## config.mk

```make
export PLATFORM = sky130hd
export DESIGN_NAME = ttcr_top
export DESIGN_NICKNAME = d
export VERILOG_FILES = /design/src/hdl/ttcr_pkg.sv /design/src/hdl/ttcr_compare.sv /design/src/hdl/ttcr_top.sv
export SDC_FILE = /design/constraint.sdc
export NUM_CORES = 1
export LEC_CHECK = 0
export BUFFER_PORTS_ARGS = -buffer_cell sky130_fd_sc_hd__buf_2
export CAP_MARGIN = 20
export CORE_MARGIN = 1
export CORE_UTILIZATION = 30
export CTS_CLUSTER_DIAMETER = 60
export DETAILED_ROUTE_END_ITERATION = 8
export HOLD_SLACK_MARGIN = 0.1
export PLACE_DENSITY = 0.56
export RECOVER_POWER = 50
export SLEW_MARGIN = 25
export SYNTH_ARGS = -nofsm -noshare
export SYNTH_HDL_FRONTEND = slang
export SYNTH_SLANG_ARGS = --single-unit
```

## constraint.sdc

```tcl
create_clock -name mclk -period 2.7 [get_ports mclk]
set_input_delay 0.675 -clock mclk [delete_from_list [all_inputs] [get_ports mclk]]
set_output_delay 0.675 -clock mclk [all_outputs]
set_load 0.02 [all_outputs]
```

## src/hdl/ttcr_pkg.sv

```systemverilog
// Package of constants for the temperature trip compare register set.
package ttcr_pkg;
  // --------------------------------------------------------------------
  // Register pointers
  // --------------------------------------------------------------------
  localparam logic [3:0] PTR_UPPER    = 4'h2;
  localparam logic [3:0] PTR_LOWER    = 4'h3;
  localparam logic [3:0] PTR_CRIT     = 4'h4;
  localparam logic [3:0] PTR_READOUT  = 4'h5;
  localparam logic [3:0] PTR_MAKER    = 4'h6;
  localparam logic [3:0] PTR_PARTREV  = 4'h7;
  // --------------------------------------------------------------------
  // Field layout
  // --------------------------------------------------------------------
  localparam logic [15:0] LIMIT_WMASK   = 16'h1ffc;
  localparam logic [15:0] LIMIT_RESET   = 16'h0000;
  localparam logic [15:0] READOUT_RESET = 16'h0000;
  localparam int          CRIT_BIT      = 15;
  localparam int          ABOVE_BIT     = 14;
  localparam int          BELOW_BIT     = 13;
  localparam int          SIGN_BIT      = 12;
  // --------------------------------------------------------------------
  // Identity codes, arbitrary values
  // --------------------------------------------------------------------
  localparam logic [15:0] MAKER_CODE    = 16'h5a5a;
  localparam logic [7:0]  PART_CODE     = 8'h3c;
  localparam logic [7:0]  REV_CODE      = 8'h01;
  // --------------------------------------------------------------------
  // Bus states and device address
  // --------------------------------------------------------------------
  typedef enum logic [2:0]
  {
    ST_IDLE  = 3'b000,
    ST_ADDR  = 3'b001,
    ST_PTR   = 3'b010,
    ST_WDATA = 3'b011,
    ST_RDATA = 3'b100,
    ST_ACK   = 3'b101,
    ST_RACK  = 3'b110,
    ST_SKIP  = 3'b111
  } ttcr_state_e;
  localparam logic [6:0]  DEV_ADDR      = 7'h18;
endpackage

```

## src/hdl/ttcr_compare.sv

```systemverilog
// Signed threshold compare of a readout sample against the three limits.
`timescale 1ns/10ps
module ttcr_compare
(
  input  wire logic [15:0] sample,
  input  wire logic [15:0] upper_alarm_limit,
  input  wire logic [15:0] lower_alarm_limit,
  input  wire logic [15:0] critical_limit,
  output logic             above_critical_flag,
  output logic             above_window_flag,
  output logic             below_window_flag
);
  logic signed [12:0] t_s;
  logic signed [12:0] u_s;
  logic signed [12:0] l_s;
  logic signed [12:0] c_s;
  // ----------------------------------------------------------------------
  // Compare
  // ----------------------------------------------------------------------
  // common scale alignment
  // Both operands keep bits 12:0 at 0.0625 degree weight, so no shift needed.
  always_comb
  begin
    t_s = signed'(sample[12:0]);
    u_s = signed'(upper_alarm_limit[12:0]);
    l_s = signed'(lower_alarm_limit[12:0]);
    c_s = signed'(critical_limit[12:0]);
    above_critical_flag = (t_s >= c_s);
    above_window_flag = (t_s > u_s);
    below_window_flag = (t_s < l_s);
  end
endmodule

```

## src/hdl/ttcr_top.sv

```systemverilog
// Temperature trip limits, readout and identity registers behind a two-wire slave.
`timescale 1ns/10ps
module ttcr_top
#(
  parameter logic [6:0] SLAVE_ADDR = ttcr_pkg::DEV_ADDR
)
(
  input  wire logic        mclk,
  input  wire logic        rst_b,
  input  wire logic        scl_in,
  input  wire logic        sda_in,
  output logic             sda_out,
  output logic             sda_oe,
  input  wire logic [15:0] conv_value,
  input  wire logic        conv_done
);
  // ----------------------------------------------------------------------
  // Pin synchronisers
  // ----------------------------------------------------------------------
  logic [1:0] scl_sync;
  logic [1:0] sda_sync;
  logic       scl_q;
  logic       sda_q;
  always_ff @(posedge mclk or negedge rst_b)
  begin
    if (!rst_b)
    begin
      scl_sync <= 2'h3;
      sda_sync <= 2'h3;
      scl_q    <= 1'b1;
      sda_q    <= 1'b1;
    end
    else
    begin
      scl_sync <= {scl_sync[0], scl_in};
      sda_sync <= {sda_sync[0], sda_in};
      scl_q    <= scl_sync[1];
      sda_q    <= sda_sync[1];
    end
  end
  logic scl_s;
  logic sda_s;
  logic scl_rise;
  logic scl_fall;
  logic start_c;
  logic stop_c;
  assign scl_s    = scl_sync[1];
  assign sda_s    = sda_sync[1];
  assign scl_rise = scl_s & ~scl_q;
  assign scl_fall = ~scl_s & scl_q;
  assign start_c  = scl_s & scl_q & sda_q & ~sda_s;
  assign stop_c   = scl_s & scl_q & ~sda_q & sda_s;
  // ----------------------------------------------------------------------
  // Register storage
  // ----------------------------------------------------------------------
  logic [15:0] upper_alarm_limit_reg;
  logic [15:0] lower_alarm_limit_reg;
  logic [15:0] critical_limit_reg;
  logic [15:0] temperature_readout;
  logic [15:0] maker_identification;
  logic [15:0] part_and_revision_code;
  logic        above_critical_flag;
  logic        above_window_flag;
  logic        below_window_flag;
  logic [15:0] sample_clean;
  assign sample_clean = {3'b000, conv_value[12:1], 1'b0};
  assign maker_identification   = ttcr_pkg::MAKER_CODE;
  assign part_and_revision_code = {ttcr_pkg::PART_CODE, ttcr_pkg::REV_CODE};
  ttcr_compare u_cmp
  (
    .sample              (sample_clean),
    .upper_alarm_limit   (upper_alarm_limit_reg),
    .lower_alarm_limit   (lower_alarm_limit_reg),
    .critical_limit      (critical_limit_reg),
    .above_critical_flag (above_critical_flag),
    .above_window_flag   (above_window_flag),
    .below_window_flag   (below_window_flag)
  );
  // ----------------------------------------------------------------------
  // Serial slave
  // ----------------------------------------------------------------------
  ttcr_pkg::ttcr_state_e state;
  ttcr_pkg::ttcr_state_e next_state;
  logic [7:0]  shreg;
  logic [7:0]  next_shreg;
  logic [3:0]  bitcnt;
  logic [3:0]  next_bitcnt;
  logic [3:0]  ptr;
  logic [3:0]  next_ptr;
  logic        hi_byte;
  logic        next_hi_byte;
  logic [7:0]  wr_hi;
  logic [7:0]  next_wr_hi;
  logic [15:0] rd_word;
  logic [15:0] next_rd_word;
  logic        is_read;
  logic        next_is_read;
  logic        ptr_phase;
  logic        next_ptr_phase;
  logic        next_sda_out;
  logic        next_sda_oe;
  logic        wr_en;
  logic [15:0] wr_word;
  logic [15:0] rd_mux;
  always_comb
  begin
    case (ptr)
      ttcr_pkg::PTR_UPPER:   rd_mux = upper_alarm_limit_reg;
      ttcr_pkg::PTR_LOWER:   rd_mux = lower_alarm_limit_reg;
      ttcr_pkg::PTR_CRIT:    rd_mux = critical_limit_reg;
      ttcr_pkg::PTR_READOUT: rd_mux = temperature_readout;
      ttcr_pkg::PTR_MAKER:   rd_mux = maker_identification;
      ttcr_pkg::PTR_PARTREV: rd_mux = part_and_revision_code;
      default:               rd_mux = 16'h0000;
    endcase
  end
  always_comb
  begin
    next_state   = state;
    next_shreg   = shreg;
    next_bitcnt  = bitcnt;
    next_ptr     = ptr;
    next_hi_byte = hi_byte;
    next_wr_hi   = wr_hi;
    next_rd_word = rd_word;
    next_is_read = is_read;
    next_sda_out = sda_out;
    next_sda_oe  = sda_oe;
    wr_en        = 1'b0;
    wr_word      = {wr_hi, shreg};
    if (start_c)
    begin
      next_state  = ttcr_pkg::ST_ADDR;
      next_bitcnt = 4'h0;
      next_sda_oe = 1'b0;
    end
    else if (stop_c)
    begin
      next_state  = ttcr_pkg::ST_IDLE;
      next_sda_oe = 1'b0;
    end
    else
    begin
      case (state)
        ttcr_pkg::ST_IDLE:
          next_sda_oe = 1'b0;
        ttcr_pkg::ST_ADDR, ttcr_pkg::ST_PTR, ttcr_pkg::ST_WDATA:
          if (scl_rise)
          begin
            next_shreg  = {shreg[6:0], sda_s};
            next_bitcnt = bitcnt + 4'h1;
          end
          else if (scl_fall && bitcnt == 4'h8)
          begin
            next_bitcnt = 4'h0;
            next_sda_oe = 1'b1;
            next_sda_out = 1'b0;
            next_state  = ttcr_pkg::ST_ACK;
            if (state == ttcr_pkg::ST_ADDR)
            begin
              next_is_read = shreg[0];
              next_hi_byte = 1'b1;
              next_rd_word = rd_mux;
              if (shreg[7:1] != SLAVE_ADDR)
              begin
                next_sda_oe = 1'b0;
                next_state  = ttcr_pkg::ST_SKIP;
              end
            end
            else if (state == ttcr_pkg::ST_PTR)
            begin
              next_ptr     = shreg[3:0];
              next_hi_byte = 1'b1;
              next_is_read = 1'b0;
            end
            else if (hi_byte)
            begin
              next_wr_hi   = shreg;
              next_hi_byte = 1'b0;
            end
            else
            begin
              wr_en        = 1'b1;
              next_hi_byte = 1'b1;
            end
          end
        ttcr_pkg::ST_ACK:
          if (scl_fall)
          begin
            next_sda_oe = 1'b0;
            if (is_read)
            begin
              next_state   = ttcr_pkg::ST_RDATA;
              next_sda_oe  = 1'b1;
              next_sda_out = rd_word[15];
              next_rd_word = {rd_word[14:0], 1'b0};
              next_bitcnt  = 4'h1;
            end
            else if (ptr_phase)
              next_state = ttcr_pkg::ST_PTR;
            else
              next_state = ttcr_pkg::ST_WDATA;
          end
        ttcr_pkg::ST_RDATA:
          if (scl_fall)
          begin
            if (bitcnt == 4'h8)
            begin
              next_sda_oe = 1'b0;
              next_state  = ttcr_pkg::ST_RACK;
            end
            else
            begin
              next_sda_out = rd_word[15];
              next_rd_word = {rd_word[14:0], 1'b0};
              next_bitcnt  = bitcnt + 4'h1;
            end
          end
        ttcr_pkg::ST_RACK:
          if (scl_rise)
          begin
            if (sda_s)
              next_state = ttcr_pkg::ST_SKIP;
            else
            begin
              next_bitcnt = 4'h0;
              next_state  = ttcr_pkg::ST_ACK;
            end
          end
        ttcr_pkg::ST_SKIP:
          next_sda_oe = 1'b0;
        default:
          next_state = ttcr_pkg::ST_IDLE;
      endcase
    end
  end
  // Pointer byte follows the address byte of a write; tracked separately.
  always_comb
  begin
    next_ptr_phase = ptr_phase;
    if (start_c)
      next_ptr_phase = 1'b1;
    else if (state == ttcr_pkg::ST_ACK && scl_fall && !is_read)
      next_ptr_phase = 1'b0;
  end
  logic [15:0] next_upper;
  logic [15:0] next_lower;
  logic [15:0] next_crit;
  logic [15:0] next_readout;
  always_comb
  begin
    next_upper   = upper_alarm_limit_reg;
    next_lower   = lower_alarm_limit_reg;
    next_crit    = critical_limit_reg;
    next_readout = temperature_readout;
    if (wr_en)
    begin
      case (ptr)
        ttcr_pkg::PTR_UPPER: next_upper = wr_word & ttcr_pkg::LIMIT_WMASK;
        ttcr_pkg::PTR_LOWER: next_lower = wr_word & ttcr_pkg::LIMIT_WMASK;
        ttcr_pkg::PTR_CRIT:  next_crit  = wr_word & ttcr_pkg::LIMIT_WMASK;
        default:             next_readout = temperature_readout;
      endcase
    end
    if (conv_done)
      next_readout = {above_critical_flag, above_window_flag, below_window_flag,
                      sample_clean[12:0]};
  end
  always_ff @(posedge mclk or negedge rst_b)
  begin
    if (!rst_b)
    begin
      state                 <= ttcr_pkg::ST_IDLE;
      shreg                 <= 8'h00;
      bitcnt                <= 4'h0;
      ptr                   <= 4'h0;
      hi_byte               <= 1'b1;
      wr_hi                 <= 8'h00;
      rd_word               <= 16'h0000;
      is_read               <= 1'b0;
      sda_out               <= 1'b1;
      sda_oe                <= 1'b0;
      ptr_phase             <= 1'b0;
      upper_alarm_limit_reg <= ttcr_pkg::LIMIT_RESET;
      lower_alarm_limit_reg <= ttcr_pkg::LIMIT_RESET;
      critical_limit_reg    <= ttcr_pkg::LIMIT_RESET;
      temperature_readout   <= ttcr_pkg::READOUT_RESET;
    end
    else
    begin
      state                 <= next_state;
      shreg                 <= next_shreg;
      bitcnt                <= next_bitcnt;
      ptr                   <= next_ptr;
      hi_byte               <= next_hi_byte;
      wr_hi                 <= next_wr_hi;
      rd_word               <= next_rd_word;
      is_read               <= next_is_read;
      sda_out               <= next_sda_out;
      sda_oe                <= next_sda_oe;
      ptr_phase             <= next_ptr_phase;
      upper_alarm_limit_reg <= next_upper;
      lower_alarm_limit_reg <= next_lower;
      critical_limit_reg    <= next_crit;
      temperature_readout   <= next_readout;
    end
  end
endmodule

```

==> metrics.md, run 1 <==
| Metric | Value |
|---|---|
| Biggest register | rd_word |
| CTS tree | yes |
| Seq/Total Area, Yosys | 0.451 |
| Layout fillers | roughly 1800 |
| Combinational power share | 0.088 |
| Count leader, synth | dfrtp_1 |
| Postcts setup bufs | 0 |
| DIE WIDTH | roughly 140 um |
| Family with the most delay on the worst path | simple AND/OR/NAND/NOR gates |
| Required time of the critical path | between 2 and 3 ns |
| Total routed wirelength | 13300 um |
| Synthesized area | 5520 um2 |
| Vias | roughly 4000 |
| FP Rows | between 40 and 50 |
| Height of the chip | roughly 140 um |
| Nets | 605 |
| Leak | 2.76 nW |
| Mapped Cells | 523 |
| Hpwl dp | ~10000 um |
| Fmax achieved | between 0.4 and 0.5 GHz |
| Layout cell share with drive strength beyond 1 | 0.173 |
| Max Clock Skew | between 0.008 and 0.009 ns |
| Final setup vio count | 0 |
| Buf/Inv on CP | 2 |
| Outcome | completed |
| DP Area | 5940 um2 |
| Worst-path fanout max | 13 |
| Worst setup EP type | register |
| Power Total | between 3 and 4 mW |
| Final hold vios | 0 |
| Cell variety after synth | 59 |
| P_sw | 0.860 mW |
| WL/cell | about 17 um |
| Worst slew pin tran | 1.20 ns |
| Multi-input logic area | 2780 um2 |
| Largest register FFs | 16 |
| Ranking of synthesized cells by area | dfrtp_1 (41%), ha_1 (7.7%), mux2_1 (7.3%) |
| Flop pwr share | 0.511 |
| GRT Util Overall | 0.151 |
| Switching part of the total power | 0.255 |
| Critical Path Start Type | register |
| Setup TNS | 0 ns |
| #FFs+latches synth | 99 |
| Vias in the first global route | 4056 |
| Clock tree buffer depth | 2 |
| Pin count of the biggest net entering global routing | 47 |
| Dpl ws | 0.494 ns |
| Top_reg_cell synth | dfrtp_1 |
| Post-CTS sizing | 0 |
| I/O pin count | 23 |
| Congestion Overflow GR | 0 |
| Worst-skew pair later-pin latency | about 0.35 ns |
| Worst setup path class | reg2reg |
| Tmin final | approximately 2.2 ns |
| DRC viols | 0 |
| Clk sinks | 99 |
| VDD IR max | 0.336 mV |
| Slew HR | 0.199 |
| Unrepaired setup endpoints after global routing | no |
| Critical Path Slowest Stage Cell | dfrtp_1 |
| Initial drt markers | 232 |
| Core area | 18000 um2 |
| Delay of the slowest critical-path stage | about 0.66 ns |
| CTS Hold Bufs | 0 |
| Clk slew on worst S/H paths | 0.07 ns |
| Root buf cell | clkbuf_16 |
| Initial antenna violation count | 0 |
| Initial core utilization | 0.306 |
| Post-synth top cells | dfrtp_1 (91), a21oi_1 (49), nor2_1 (45) |
| Synth warn | 0 |
| Cts bufs inserted | 9 |
| First-pass DRT Iterations | 4 |
| Global-route wire length before repair | around 21000 um |
| Cell Chain, Critical Path | inv_2 > nor2_2 > nor4b_2 > and3_1 > buf_4 > mux2_1 |
| Power per cell area | 540 nW/um2 |
| Final Cycle Share | 0.827 |
| Largest registers | rd_word: 16 flops, temperature_readout: 15 flops |
| Hold crit path type | reg2reg |
| RePlAce Congestion | just under 0.9 |
| Fraction of registers with async set/reset | 1.00 |
| Worst hold margin | 0.361 ns |
| Leading area contributor after synthesis | dfrtp_1 |
| Die ar. | 18900 um2 |
| Routed Antenna Nets | 0 |
| CP arrival | 2.46 ns |
| Vias per cell | 5.08 |
| H-tree levels | 3 |
| PnR worst setup slack | 0.467 ns |
| EDFF count, synth | 0 |
| P_int | 2.51 mW |
| FF+latch area | around 2500 um2 |
| Clk pwr share | 0.401 |
| Area growth, synth to finish | 12.9% |
| Syn_area_per_cell | ~11 um2 |
| Post-route cell area | just over 6000 um2 |
| Post-Syn Nets | 578 |
| ANT cells | 0 |
| Yosys top cell area share | 0.413 |
| Pins Over Slew Limit | 0 |
| Number of I/O port buffers | 18 |
| Max Cap Viol | 0 |
[per-layer routing]
metal | vias to the layer above | track usage | share of wire
met1 | 1965 | 0.205 | 0.48
met2 | 62 | 0.238 | 0.46
li1 | 1936 | - | -
met5 | - | 0 | 0
met4 | 0 | 0.0611 | 0.024
met3 | 16 | 0.0235 | 0.035
[power by group through the flow]
stage / clock network, mW / logic, mW / registers [mW]
6_report: 1.35 / 0.297 / 1.72
5_1_grt: 1.44 / 0.336 / 1.74
4_1_cts: 1.38 / 0.306 / 1.72
3_5_place_dp: 0 / 0.304 / 1.75
3_3_place_gp: 0 / 0.298 / 1.74
2_1_floorplan: 0 / 0.207 / 1.68
[path summary, 6_finish.rpt]
kind | start | end | slack, ns | cells past startpoint
max | state[0] | lower_alarm_limit_reg[7] | 0.47 | 6
min | sda_sync[0] | sda_sync[1] | 0.36 | 0
max reg2reg | state[0] | lower_alarm_limit_reg[7] | 0.47 | 6
min reg2reg | sda_sync[0] | sda_sync[1] | 0.36 | 0
max in group asynchronous | rst_b | rd_word[2] | 0.58 | 2
min in group asynchronous | rst_b | bitcnt[2] | 0.57 | 1
[logic make-up after synthesis]
logic type               Yosys count  share of synthesized area
AND/OR/NAND/NOR                  137                      0.132
flip-flops                        99                      0.451
multiplexers                      66                      0.139
AO/OA/AOI/OAI                    128                      0.156
adder cells (fa/ha/maj)           34                     0.0771
buffers and inverters             59                     0.0456
[layout by cell type, fill, tap and decap left out, types with 6 or more instances in the layout]
master	synthesis	routed
dfrtp_1	91	91
a21oi_1	49	49
nor2_1	45	45
inv_1	37	37
mux2_1	36	36
ha_1	34	34
mux2_2	20	20
nand2_1	19	19
o21ai_0	17	17
buf_2	9	17
buf_4	5	16
nand2b_1	14	14
nor2b_1	13	13
nand3_1	10	10
nor3_1	10	10
clkbuf_16	0	9
a21o_1	8	8
a22o_1	8	8
mux2_4	7	7
a22oi_1	6	6
dfstp_2	8	6
[metrics by stage]
step / instances / util
after floorplan: 523 / -
final: 784 / 0.346
after global placement: 768 / 0.330
after CTS: 784 / 0.347
after global routing: 784 / 0.346
after detailed placement: 768 / 0.330
[final cells by class]
class,count,area share
Inverter,39,0.0235
Timing Repair Buffer,36,0.0351
Tap cell,229,0.0460
Sequential cell,99,0.399
Multi-Input combinational cell,365,0.446
Clock inverter,4,0.00763
Clock buffer,12,0.0428
No activity file was read; power rests on OpenSTA's default activity.
==> inputs of run 2 (changes only) <==
Settings changed: PLACE_DENSITY 0.56 to 0.57.
Clock period 2.7 ns to 1.8 ns, I/O delays scaled along.
==> run 2 against run 1 <==
Compared with the run above: the flow now finishes with violations (setup timing); clock power increased by 44%; global-route usage up 1.3 points; largest power group unchanged; sequential power grew 47%; final cell count grew 7.1%; register-to-register slack got worse by 0.59 ns; utilization rose by 6.1 points; critical path type unchanged; clock-buffer cell count decreased by 2; via count rose by 9.3%; combinational power rose by 130%; first-iteration DRC count grew 59%; clock skew is 0.0029 ns higher.
==> metrics.md, run 2 (synthesis gave the netlist of run 1 again) <==
| Metric | Value |
|---|---|
| Hold crit path type | in2reg |
| Core area | roughly 18000 um2 |
| Power Total | 5.16 mW |
| Finished Core Util | 0.406 |
| Layout cell share with drive strength beyond 1 | 0.408 |
| Worst hold margin | about 0.18 ns |
| Power per cell area | 705 nW/um2 |
| PnR worst setup slack | -0.123 ns |
| CTS tree | yes |
| DIE WIDTH | about 140 um |
| Worst setup EP type | register |
| DP Area | 6260 um2 |
| FP Rows | 49 |
| DRC viols | 0 |
| Final Cycle Share | 1.07 |
| Post-route insts no fill | 840 |
| Clk slew on worst S/H paths | approximately 0.08 ns |
| Worst setup path class | reg2reg |
| Worst slew pin tran | 0.438 ns |
| Vias in the first global route | 4270 |
| Vias | 4349 |
| Tmin final | just under 2 ns |
| Clk sinks | 99 |
| Initial core utilization | 0.306 |
| Congestion Overflow GR | 0 |
| Largest registers | rd_word: 16 flops, temperature_readout: 15 flops |
| VDD IR max | 0.385 mV |
| Max Cap Viol | 0 |
| GRT Util Overall | 0.164 |
| Setup TNS | -3.31 ns |
| Global-route wire length before repair | 23300 um |
| Outcome | finished, violations left |
| Final setup vio count | 49 |
| Number of I/O port buffers | 18 |
| Vias per cell | 5.18 |
| Commonest cells after routing, fill and taps aside | dfrtp_1 (91), buf_4 (58), mux2_4 (43) |
| Critical Path Start Type | register |
| H-tree levels | 3 |
| Die ar. | 18900 um2 |
| Pin count of the biggest net entering global routing | 53 |
| Cts bufs inserted | 9 |
| Leak | 3.21 nW |
| Fmax achieved | 0.520 GHz |
| Height of the chip | 138 um |
| I/O pin count | 23 |
| Biggest register | rd_word |
| Dpl ws | -0.333 ns |
| Nets | 661 |
| Worst-path fanout max | 5 |
| Total routed wirelength | 15200 um |
| Unrepaired setup endpoints after global routing | yes |
| DP Cell Count | 803 |
| Clock tree buffer depth | 2 |
| Slew HR | 0.707 |
| Post-route cell area | 7320 um2 |
| Largest register FFs | 16 |
| Initial antenna violation count | 0 |
| Hpwl dp | 10600 um |
| Root buf cell | clkbuf_16 |
| Most common cell after layout, fill and taps aside | dfrtp_1 |
| Pins Over Slew Limit | 0 |
| RePlAce Congestion | around 0.85 |
| Required time of the critical path | 2.06 ns |
| CP arrival | 2.18 ns |
| Area growth, synth to finish | 32.7% |
| First-pass DRT Iterations | 5 |
| WL/cell | between 15 and 20 um |
| Max Clock Skew | 0.0115 ns |
| Worst-skew pair later-pin latency | 0.36 ns |
| Violations in the final reports | setup timing |
| Routed Antenna Nets | 0 |
| ANT cells | 0 |
| Initial drt markers | 369 |
| Final hold vios | 0 |
[run 2: cell count changes in the layout (fill, tap and decap cells not counted), moves of 15 or more]
cell / delta
a21oi_1: -15
nor2_1: -18
nor2_4: +17
mux2_4: +36
buf_4: +42
mux2_1: -36
[run 2: area by class of cell]
| class | instances | area [um2] |
|---|---|---|
| clock buffer | 10 | 239 |
| inverter | 39 | 146 |
| fill | 1724 | 10700 |
| sequential | 99 | 2490 |
| tap | 229 | 287 |
| multi-input combinational | 365 | 3290 |
| clock inverter | 6 | 57.6 |
| timing repair buffer | 92 | 822 |
[run 2: power breakdown]
part	total [mW]	internal (mW)	switching (mW)	leakage, nW
clock	1.95	1.01	0.942	0.147
sequential	2.52	2.36	0.163	1.30
combinational	0.686	0.326	0.360	1.75
total	5.16	3.70	1.47	3.21
[run 2: final timing paths]
check,from,to,slack (ns),cells after the start
setup / recovery,bitcnt[0],bitcnt[2],-0.12,9
hold / removal,scl_in,scl_sync[0],0.18,1
setup reg to reg,bitcnt[0],bitcnt[2],-0.12,9
hold reg to reg,scl_sync[0],scl_sync[1],0.36,0
max in group asynchronous,rst_b,temperature_readout[11],0.68,3
min in group asynchronous,rst_b,rd_word[14],0.54,2
[run 2: repair_timing]
| item | in CTS | in global routing |
|---|---|---|
| endpoints found under the hold margin | 18 | 0 |
| hold buffers | 1 | 0 |
| endpoints found under the setup margin | 52 | 71 |
| cloned | 3 | 2 |
| buffers inserted | 10 | 7 |
| pin swaps | 9 | 17 |
| gates resized for setup | 48 | 90 |
[run 2: worst max-delay path, stage by stage (launching register included)]
cell	delay (ns)
dfrtp_1	0.38
inv_1	0.06
ha_2	0.17
nand3b_1	0.12
buf_6	0.16
nor3_4	0.26
buf_6	0.15
nor3_4	0.06
o311a_1	0.30
a21o_1	0.15
[run 2: per-layer routing]
layer | share of wire | routed length [um] | vias up | global-route usage
met5 | 0 | 0 | - | 0
li1 | - | - | 2048 | -
met4 | 0.018 | 266 | 0 | 0.0568
met1 | 0.46 | 6940 | 2197 | 0.222
met2 | 0.49 | 7490 | 86 | 0.269
met3 | 0.032 | 489 | 18 | 0.0195
